<file path="src/pkg/rail_status_pkg.sv">
/*
  Constants for the rail monitor status register bank: read selectors,
  bit positions of both status registers, reset values and the index of
  each monitored condition in the synchronised condition vector.
  Assumes a single core clock and a synchronous power-on reset.
*/
package rail_status_pkg;

  // Read selector values carried with a read command
  localparam logic       SEL_RAIL_MON      = 1'b0;
  localparam logic       SEL_SAFETY        = 1'b1;

  // Reset values of both status registers and the 5 V enable bit
  localparam logic [7:0] RAIL_MON_RST      = 8'h00;
  localparam logic [7:0] SAFETY_RST        = 8'h00;
  localparam logic       CAN_EN_RST        = 1'b0;

  // Field positions, rail voltage monitor status
  localparam int         B_PRE_OV          = 7;
  localparam int         B_PRE_UV          = 6;
  localparam int         B_CAN_OV          = 5;
  localparam int         B_CAN_UV          = 4;
  localparam int         B_IO_OV           = 3;
  localparam int         B_IO_UV           = 2;
  localparam int         B_CORE_OV         = 1;
  localparam int         B_CORE_UV         = 0;

  // Field positions, regulator safety status (bit 3 reserved, reads zero)
  localparam int         B_CAN_ILIM        = 7;
  localparam int         B_IO_ILIM         = 6;
  localparam int         B_SENS_UV         = 5;
  localparam int         B_SENS_OV         = 4;
  localparam int         B_RSV             = 3;
  localparam int         B_SENS_OT         = 2;
  localparam int         B_CAN_OT          = 1;
  localparam int         B_IO_OT           = 0;

  // Diagnostic multiplexer code that routes the sensor current limit
  localparam logic [3:0] DIAG_SENS_ILIM    = 4'h5;

  // Condition vector indices; bits 7..0 mirror the rail monitor layout
  localparam int         NCOND             = 17;
  localparam int         C_CAN_ILIM        = 8;
  localparam int         C_IO_ILIM         = 9;
  localparam int         C_SENS_UV         = 10;
  localparam int         C_SENS_OV         = 11;
  localparam int         C_SENS_ILIM       = 12;
  localparam int         C_SENS_OT         = 13;
  localparam int         C_CAN_OT          = 14;
  localparam int         C_IO_OT           = 15;
  localparam int         C_PRE_OT          = 16;

endpackage : rail_status_pkg

</file>
<file path="src/hw/rail_monitor_status_regs.sv">
/*
  Rail monitor status register bank: two read-only 8-bit status
  registers that track live rail conditions, the overtemperature
  gating of the regulator enables, and the diagnostic mux tap.
  Assumes the conditions come from asynchronous comparators, and that
  read commands, the 5 V enable write and configuration bits come from
  the serial interface logic on the same core clock.
*/
`timescale 1ns/1ns

// Contract
// - Both registers reset to zero, read only
// - Bit 6 tracks preregulator undervoltage
// - Bit 2 tracks I/O rail undervoltage
// - Bit 0 tracks core rail undervoltage
// - Overvoltage flags clear when condition goes
// - Undervoltage flags track live, never latch
// - Safety bit 7 tracks 5 V current limit
// - 5 V limit flag reads one when disabled
// - Safety bit 6 tracks I/O current limit
// - Current limit flags clear when condition goes
// - Safety bit 5 tracks sensor undervoltage
// - Safety bit 4 tracks sensor overvoltage
// - Bit 3 reserved; sensor limit on diag
// - Sensor overtemp flag holds sensor regulator off
// - Allowed 5 V overtemp disables, clears enable
// - Masked 5 V overtemp only sets flag
// - I/O overtemp flag holds I/O regulator off
// - Overtemperature flags clear when condition goes
// - I/O or prereg overtemp always disables I/O
module rail_monitor_status_regs
  import rail_status_pkg::*;
(
  input  wire logic       I_CORE_CLK,        // Core clock, 25 MHz
  input  wire logic       I_RST_B,           // Internal power-on reset, sync, low
  input  wire logic       I_PRE_OV,          // Preregulator overvoltage comparator
  input  wire logic       I_PRE_UV,          // Preregulator undervoltage comparator
  input  wire logic       I_CAN_OV,          // 5 V rail overvoltage comparator
  input  wire logic       I_CAN_UV,          // 5 V rail undervoltage comparator
  input  wire logic       I_IO_OV,           // I/O rail overvoltage comparator
  input  wire logic       I_IO_UV,           // I/O rail undervoltage comparator
  input  wire logic       I_CORE_OV,         // Core rail overvoltage comparator
  input  wire logic       I_CORE_UV,         // Core rail undervoltage comparator
  input  wire logic       I_CAN_ILIM,        // 5 V rail current limit exceeded
  input  wire logic       I_IO_ILIM,         // I/O rail current limit exceeded
  input  wire logic       I_SENS_UV,         // Sensor rail undervoltage
  input  wire logic       I_SENS_OV,         // Sensor rail overvoltage
  input  wire logic       I_SENS_ILIM,       // Sensor rail current limit
  input  wire logic       I_SENS_OT,         // Sensor rail overtemperature
  input  wire logic       I_CAN_OT,          // 5 V rail overtemperature
  input  wire logic       I_IO_OT,           // I/O rail overtemperature
  input  wire logic       I_PRE_OT,          // Preregulator overtemperature
  input  wire logic       I_READ_CMD,        // Read command strobe, one cycle
  input  wire logic       I_READ_SEL,        // 0 rail monitor, 1 safety status
  input  wire logic       I_CAN_EN_WR,       // Write strobe for 5 V enable bit
  input  wire logic       I_CAN_EN_WDATA,    // Value written to 5 V enable bit
  input  wire logic       I_CAN_OT_SHDN,     // 5 V overtemp shutdown allowed
  input  wire logic [3:0] I_DIAG_SEL,        // Diagnostic digital mux select
  output logic      [7:0] O_READ_DATA,       // Read answer data
  output logic            O_READ_VALID,      // Read answer strobe, one cycle
  output logic            O_CAN_EN,          // 5 V enable bit, read back
  output logic            O_CAN_RAIL_EN,     // 5 V regulator enable
  output logic            O_IO_RAIL_EN,      // I/O regulator enable
  output logic            O_SENS_RAIL_EN,    // Sensor regulator enable
  output logic            O_DIAGNOSTIC_MUX_OUTPUT         // Diagnostic mux output
);

  logic [NCOND-1:0] cond_raw;
  logic [NCOND-1:0] sync1;
  logic [NCOND-1:0] sync2;
  logic [NCOND-1:0] sync3;
  logic [NCOND-1:0] cond;
  logic [7:0]       rail_mon;
  logic [7:0]       safety;
  logic             can_en;

  // Gather comparator outputs; low byte matches the rail monitor layout
  assign cond_raw = {I_PRE_OT, I_IO_OT, I_CAN_OT, I_SENS_OT, I_SENS_ILIM,
                     I_SENS_OV, I_SENS_UV, I_IO_ILIM, I_CAN_ILIM,
                     I_PRE_OV, I_PRE_UV, I_CAN_OV, I_CAN_UV,
                     I_IO_OV, I_IO_UV, I_CORE_OV, I_CORE_UV};

  // Three-stage synchroniser per condition; a change is accepted only
  // when stages two and three agree, which also rejects one-cycle glitches
  genvar g;
  generate
    for (g = 0; g < NCOND; g++)
    begin : g_sync
      always_ff @(posedge I_CORE_CLK)
      begin
        if (!I_RST_B)
        begin
          sync1[g] <= 1'b0;
          sync2[g] <= 1'b0;
          sync3[g] <= 1'b0;
          cond[g]  <= 1'b0;
        end
        else
        begin
          sync1[g] <= cond_raw[g];
          sync2[g] <= sync1[g];
          sync3[g] <= sync2[g];
          if (sync2[g] == sync3[g])
            cond[g] <= sync3[g];
        end
      end
    end
  endgenerate

  // Rail monitor flags follow the filtered conditions, no latching
  always_ff @(posedge I_CORE_CLK)
  begin
    if (!I_RST_B)
      rail_mon <= RAIL_MON_RST;
    else
      rail_mon <= cond[7:0];
  end

  // Safety flags; the 5 V limit bit is forced high while disabled
  // because the limit comparator output is meaningless then
  always_ff @(posedge I_CORE_CLK)
  begin
    if (!I_RST_B)
      safety <= SAFETY_RST;
    else
    begin
      safety[B_CAN_ILIM] <= cond[C_CAN_ILIM] | ~can_en;
      safety[B_IO_ILIM]  <= cond[C_IO_ILIM];
      safety[B_SENS_UV]  <= cond[C_SENS_UV];
      safety[B_SENS_OV]  <= cond[C_SENS_OV];
      safety[B_RSV]      <= 1'b0;
      safety[B_SENS_OT]  <= cond[C_SENS_OT];
      safety[B_CAN_OT]   <= cond[C_CAN_OT];
      safety[B_IO_OT]    <= cond[C_IO_OT];
    end
  end

  // 5 V enable bit; an allowed overtemperature wins over a software set
  // so that the regulator cannot be switched back on mid-event
  always_ff @(posedge I_CORE_CLK)
  begin
    if (!I_RST_B)
      can_en <= CAN_EN_RST;
    else if (I_CAN_OT_SHDN && cond[C_CAN_OT])
      can_en <= 1'b0;
    else if (I_CAN_EN_WR)
      can_en <= I_CAN_EN_WDATA;
  end

  // Regulator enables: I/O and sensor held off by their overtemp flags, I/O also by prereg overtemp; 5 V follows can_en
  always_ff @(posedge I_CORE_CLK)
  begin
    if (!I_RST_B)
    begin
      O_CAN_RAIL_EN  <= 1'b0;
      O_IO_RAIL_EN   <= 1'b0;
      O_SENS_RAIL_EN <= 1'b0;
      O_CAN_EN       <= 1'b0;
    end
    else
    begin
      O_CAN_RAIL_EN  <= can_en;
      O_IO_RAIL_EN   <= ~(safety[B_IO_OT] | cond[C_PRE_OT]);
      O_SENS_RAIL_EN <= ~safety[B_SENS_OT];
      O_CAN_EN       <= can_en;
    end
  end

  // Diagnostic mux tap for the sensor current limit
  always_ff @(posedge I_CORE_CLK)
  begin
    if (!I_RST_B)
      O_DIAGNOSTIC_MUX_OUTPUT <= 1'b0;
    else
      O_DIAGNOSTIC_MUX_OUTPUT <= (I_DIAG_SEL == DIAG_SENS_ILIM) & cond[C_SENS_ILIM];
  end

  // Read port; the answer is a copy, the flags are never touched here,
  // and there is deliberately no write path into either register
  always_ff @(posedge I_CORE_CLK)
  begin
    if (!I_RST_B)
    begin
      O_READ_DATA  <= 8'h00;
      O_READ_VALID <= 1'b0;
    end
    else
    begin
      O_READ_VALID <= I_READ_CMD;
      if (I_READ_CMD)
      begin
        if (I_READ_SEL == SEL_SAFETY)
          O_READ_DATA <= safety;
        else
          O_READ_DATA <= rail_mon;
      end
    end
  end

  // Checks
  a_reset_zero: assert property (@(posedge I_CORE_CLK)
    !I_RST_B |=> (rail_mon == 8'h00) && (safety == 8'h00))
    else $error("Status registers not zero after reset");

  a_rail_track: assert property (@(posedge I_CORE_CLK) disable iff (!I_RST_B)
    rail_mon == $past(cond[7:0]))
    else $error("Rail monitor flags do not follow conditions");

  a_uv_clears: assert property (@(posedge I_CORE_CLK) disable iff (!I_RST_B)
    (!I_PRE_UV)[*6] |-> !rail_mon[B_PRE_UV])
    else $error("Preregulator undervoltage flag stuck");

  a_ilim_forced: assert property (@(posedge I_CORE_CLK) disable iff (!I_RST_B)
    !can_en |=> safety[B_CAN_ILIM])
    else $error("5 V limit flag not forced while disabled");

  a_rsv_zero: assert property (@(posedge I_CORE_CLK) disable iff (!I_RST_B)
    !safety[B_RSV])
    else $error("Reserved safety bit set");

  a_can_shutdown: assert property (@(posedge I_CORE_CLK) disable iff (!I_RST_B)
    (I_CAN_OT_SHDN && cond[C_CAN_OT]) |=> !can_en ##1 !O_CAN_RAIL_EN)
    else $error("5 V overtemp did not disable regulator");

  a_can_masked: assert property (@(posedge I_CORE_CLK) disable iff (!I_RST_B)
    (!I_CAN_OT_SHDN && !I_CAN_EN_WR) |=> can_en == $past(can_en))
    else $error("Masked 5 V overtemp changed enable");

  a_io_hold: assert property (@(posedge I_CORE_CLK) disable iff (!I_RST_B)
    safety[B_IO_OT] |=> !O_IO_RAIL_EN)
    else $error("I/O regulator on during overtemp");

  a_sens_hold: assert property (@(posedge I_CORE_CLK) disable iff (!I_RST_B)
    safety[B_SENS_OT] |=> !O_SENS_RAIL_EN)
    else $error("Sensor regulator on during overtemp");

  a_pre_ot_io: assert property (@(posedge I_CORE_CLK) disable iff (!I_RST_B)
    cond[C_PRE_OT] |=> !O_IO_RAIL_EN)
    else $error("Preregulator overtemp left I/O on");

  a_read_data: assert property (@(posedge I_CORE_CLK) disable iff (!I_RST_B)
    (I_READ_CMD && I_READ_SEL == SEL_SAFETY) |=>
      O_READ_VALID && (O_READ_DATA == $past(safety)))
    else $error("Safety read answer wrong");

  c_read_rail: cover property (@(posedge I_CORE_CLK) disable iff (!I_RST_B)
    I_READ_CMD && I_READ_SEL == SEL_RAIL_MON && rail_mon != 8'h00);

  c_can_trip: cover property (@(posedge I_CORE_CLK) disable iff (!I_RST_B)
    can_en ##1 !can_en && safety[B_CAN_OT]);

  c_io_trip: cover property (@(posedge I_CORE_CLK) disable iff (!I_RST_B)
    O_IO_RAIL_EN ##1 !O_IO_RAIL_EN);

  c_diag_tap: cover property (@(posedge I_CORE_CLK) disable iff (!I_RST_B)
    O_DIAGNOSTIC_MUX_OUTPUT);

endmodule : rail_monitor_status_regs

</file>
<file path="config.mk">
export PLATFORM = sky130hd
export DESIGN_NAME = rail_monitor_status_regs
export DESIGN_NICKNAME = d
export VERILOG_FILES = /design/src/pkg/rail_status_pkg.sv /design/src/hw/rail_monitor_status_regs.sv
export SDC_FILE = /design/constraint.sdc
export NUM_CORES = 1
export LEC_CHECK = 0
export BUFFER_PORTS_ARGS = -buffer_cell sky130_fd_sc_hd__buf_2
export CELL_PAD_IN_SITES_DETAIL_PLACEMENT = 1
export CELL_PAD_IN_SITES_GLOBAL_PLACEMENT = 2
export CORE_MARGIN = 3
export CORE_UTILIZATION = 39
export DETAILED_ROUTE_END_ITERATION = 6
export GPL_TIMING_DRIVEN = 0
export MAX_ROUTING_LAYER = met4
export PLACE_DENSITY_LB_ADDON = 0.1
export SYNTH_ARGS = -nofsm -noshare
export SYNTH_HDL_FRONTEND = slang
export SYNTH_SLANG_ARGS = --single-unit
</file>
<file path="constraint.sdc">
create_clock -name I_CORE_CLK -period 1.52 [get_ports I_CORE_CLK]
set_input_delay 0.152 -clock I_CORE_CLK [delete_from_list [all_inputs] [get_ports I_CORE_CLK]]
set_output_delay 0.152 -clock I_CORE_CLK [all_outputs]
set_load 0.02 [all_outputs]
</file>
==> results.sh <==
export IMPL_fp_dieW_um=92.8
export IMPL_hold_ws_ps=71.9
export IMPL_yosysWarningCount=0
export IMPL_syn_avg_cell_area_um2=11.3
export IMPL_r2r_end="can_en$_SDFFE_PP0P_"
export IMPL_gp_congestion=0.672
export IMPL_worstHoldStart="I_DIAG_SEL[3]"
export IMPL_clk_pin_slew_ps=90
export IMPL_layout_commonest_cell="dfxtp_1"
export IMPL_final_area_um2=3650
export IMPL_placed_area_um2=3260
export IMPL_cts_made_buffers=9
export IMPL_clockBufferDepth=2
export IMPL_ios=42
export IMPL_initial_core_util_pct=40.3
export IMPL_seq_area_frac_synth_pct=66.1
export IMPL_ys_top_cells_by_area="dfxtp_1, and2_1, a21boi_0"
export IMPL_syn_area_um2=2940
export IMPL_r2r_start="can_en$_SDFFE_PP0P_"
export IMPL_utilization_pct=50.1
export IMPL_cp_end_kind="output pin"
export IMPL_syn_instance_count=261
export IMPL_critPathLaunchType="flop"
export IMPL_drt_total_wl_mm=5.34
export IMPL_tightest_slew_ps=291
export IMPL_track_usage_pct=13.8
export IMPL_rr_worst_depth=2
export IMPL_antenna_found_initial=0
export IMPL_cp_data_required_time_ps=1370
export IMPL_p_total_mw=4.60
export IMPL_die_h_um=92.8
export IMPL_dr_pass1_iters=4
export IMPL_wl_per_cell_um=12.3
export IMPL_path_max_fanout=2
export IMPL_die_area_um2=8610
export IMPL_tns_ps=0
export IMPL_drc=0
export IMPL_hold_end="O_DIAGNOSTIC_MUX_OUTPUT$_SDFF_PN0_"
export IMPL_cts_tree="yes"
export IMPL_drive_gt1_share_pct=20.7
export IMPL_port_buffers=39
export IMPL_max_cap_violations=0
export IMPL_ant_nets=0
export IMPL_yosys_area_top_type_share_pct=66.1
export IMPL_grt_pass1_vias=2032
export IMPL_core_area_um2=7290
export IMPL_synth_edff_count=0
export IMPL_diodes=0
export IMPL_arrival_ps=910
export IMPL_rrSetupSlack_ps=680
export IMPL_cts_root_buf="clkbuf_8"
export IMPL_grt_pass1_wl_mm=8.93
export IMPL_area_delta_synth_final_pct=24.3
export IMPL_synth_fp_nets=289
export IMPL_fin_nets=357
export IMPL_rows=31
export IMPL_grt_max_degree=16
export IMPL_cts_htree_levels=3
export IMPL_min_period_over_period_pct=70.1
export IMPL_dp_hpwl_mm=3.57
export IMPL_clk_latency_ps=350
export IMPL_gr_total_overflow=0
export IMPL_ir_worst_vdd_uv=521
export IMPL_status="finished, final reports clean"
export IMPL_clock_fmax_ghz=0.938
export IMPL_min_period_ps=1070
export IMPL_setup_violations=0
export IMPL_slew_headroom_pct=80.6
export IMPL_ys_ff_latch=97
export IMPL_clock_sinks=97
export IMPL_final_cell_mix="dfxtp_1, and2_1, buf_2"
export IMPL_synth_area_leader_cell="dfxtp_1"
export IMPL_power_density_nw_per_um2=1260
export IMPL_hold_depth=3
export IMPL_hold_violations=0
export IMPL_vias=1942
export IMPL_yosys_most_used_dff="dfxtp_1"
export IMPL_ys_types=21
export IMPL_slew_viol_final=0
export IMPL_ys_async_sr_fraction_pct=0
export IMPL_rsz0062_at_grt="false"
export IMPL_min_path_type="input port to flop"
export IMPL_clock_skew_ps=12.6
export IMPL_viasPerCell=4.48
export IMPL_first_iter_violations=45
export IMPL_p_leak_nw=1.50
export IMPL_path_class="flop to output pin"
report_power, final:
| group | internal [mW] | total (mW) | switching (mW) |
|---|---|---|---|
| Sequential | 2.61 | 2.64 | 0.0275 |
| Combinational | 0.124 | 0.226 | 0.102 |
| Clock | 0.893 | 1.73 | 0.838 |
| Total | 3.63 | 4.60 | 0.967 |
Yosys cell counts (4+ instances only):
cell type	n
dfxtp_1	97
and2_1	67
o21ai_0	24
a21boi_0	19
nand2_1	18
a21oi_1	7
mux2i_1	7
buf_2	6
clkbuf_2	4
how the worst max path moves through the flow:
stage                                   from                     endpoint  cells after the start
floorplan                can_en$_SDFFE_PP0P_          can_en$_SDFFE_PP0P_                      2
global placement                  I_READ_CMD  O_READ_DATA[6]$_SDFFE_PN0P_                      4
detailed placement                I_READ_CMD  O_READ_DATA[6]$_SDFFE_PN0P_                      4
CTS                 O_CAN_RAIL_EN$_SDFF_PN0_                O_CAN_RAIL_EN                      2
global route        O_CAN_RAIL_EN$_SDFF_PN0_                O_CAN_RAIL_EN                      2
finish              O_CAN_RAIL_EN$_SDFF_PN0_                O_CAN_RAIL_EN                      2
sequential cells by signal (all words and copies together), names as in the netlist, 7 cells and up:
name         count
sync1           17
safety           7
cond            17
sync2           17
rail_mon         8
sync3           17
O_READ_DATA      8
routing by layer:
metal | track usage, % | wire length (um) | up-vias | part of all wire, %
li1 | - | - | 976 | -
met1 | 15.2 | 2450 | 920 | 46
met2 | 22.6 | 2520 | 36 | 47
met3 | 3.57 | 236 | 10 | 4.4
met4 | 7.69 | 133 | 0 | 2.5
met5 | - | 0 | - | 0
cell families (layout without fill, tap and decap cells):
| kind of cell | count (synthesis) | after routing | synth area share, % |
|---|---|---|---|
| compound gates | 50 | 50 | 10.1 |
| simple gates | 92 | 92 | 18.4 |
| buf+inv | 14 | 87 | 2.60 |
| flops | 97 | 97 | 66.1 |
| mux | 8 | 8 | 2.77 |
what timing repair did:
| item | 4_1_cts | 5_1_grt |
|---|---|---|
| setup endpoints to repair | 0 | 0 |
| buffers inserted | 0 | 0 |
| hold buffers | 17 | 1 |
| resized for setup | 0 | 0 |
| hold endpoints to repair | 17 | 1 |
critical path, stage by stage (launching register included):
cell and delay, ps:
dfxtp_1 310, buf_4 120, buf_2 150
final cells by class:
type	instances	area, um^2
clock buffer	12	165
fill	825	3640
buffer	13	72.6
multi-input combinational	150	921
clock inverter	4	50.0
tap	99	124
sequential	97	1940
timing repair buffer	57	375
inverter	1	3.75
through the flow:
step           instances  setup slack, ps
6_report             433              454
2_1_floorplan        261              727
3_5_place_dp         399              680
4_1_cts              432              425
3_3_place_gp         399              684
5_1_grt              433              375
Power figures use the tool's default switching activity.
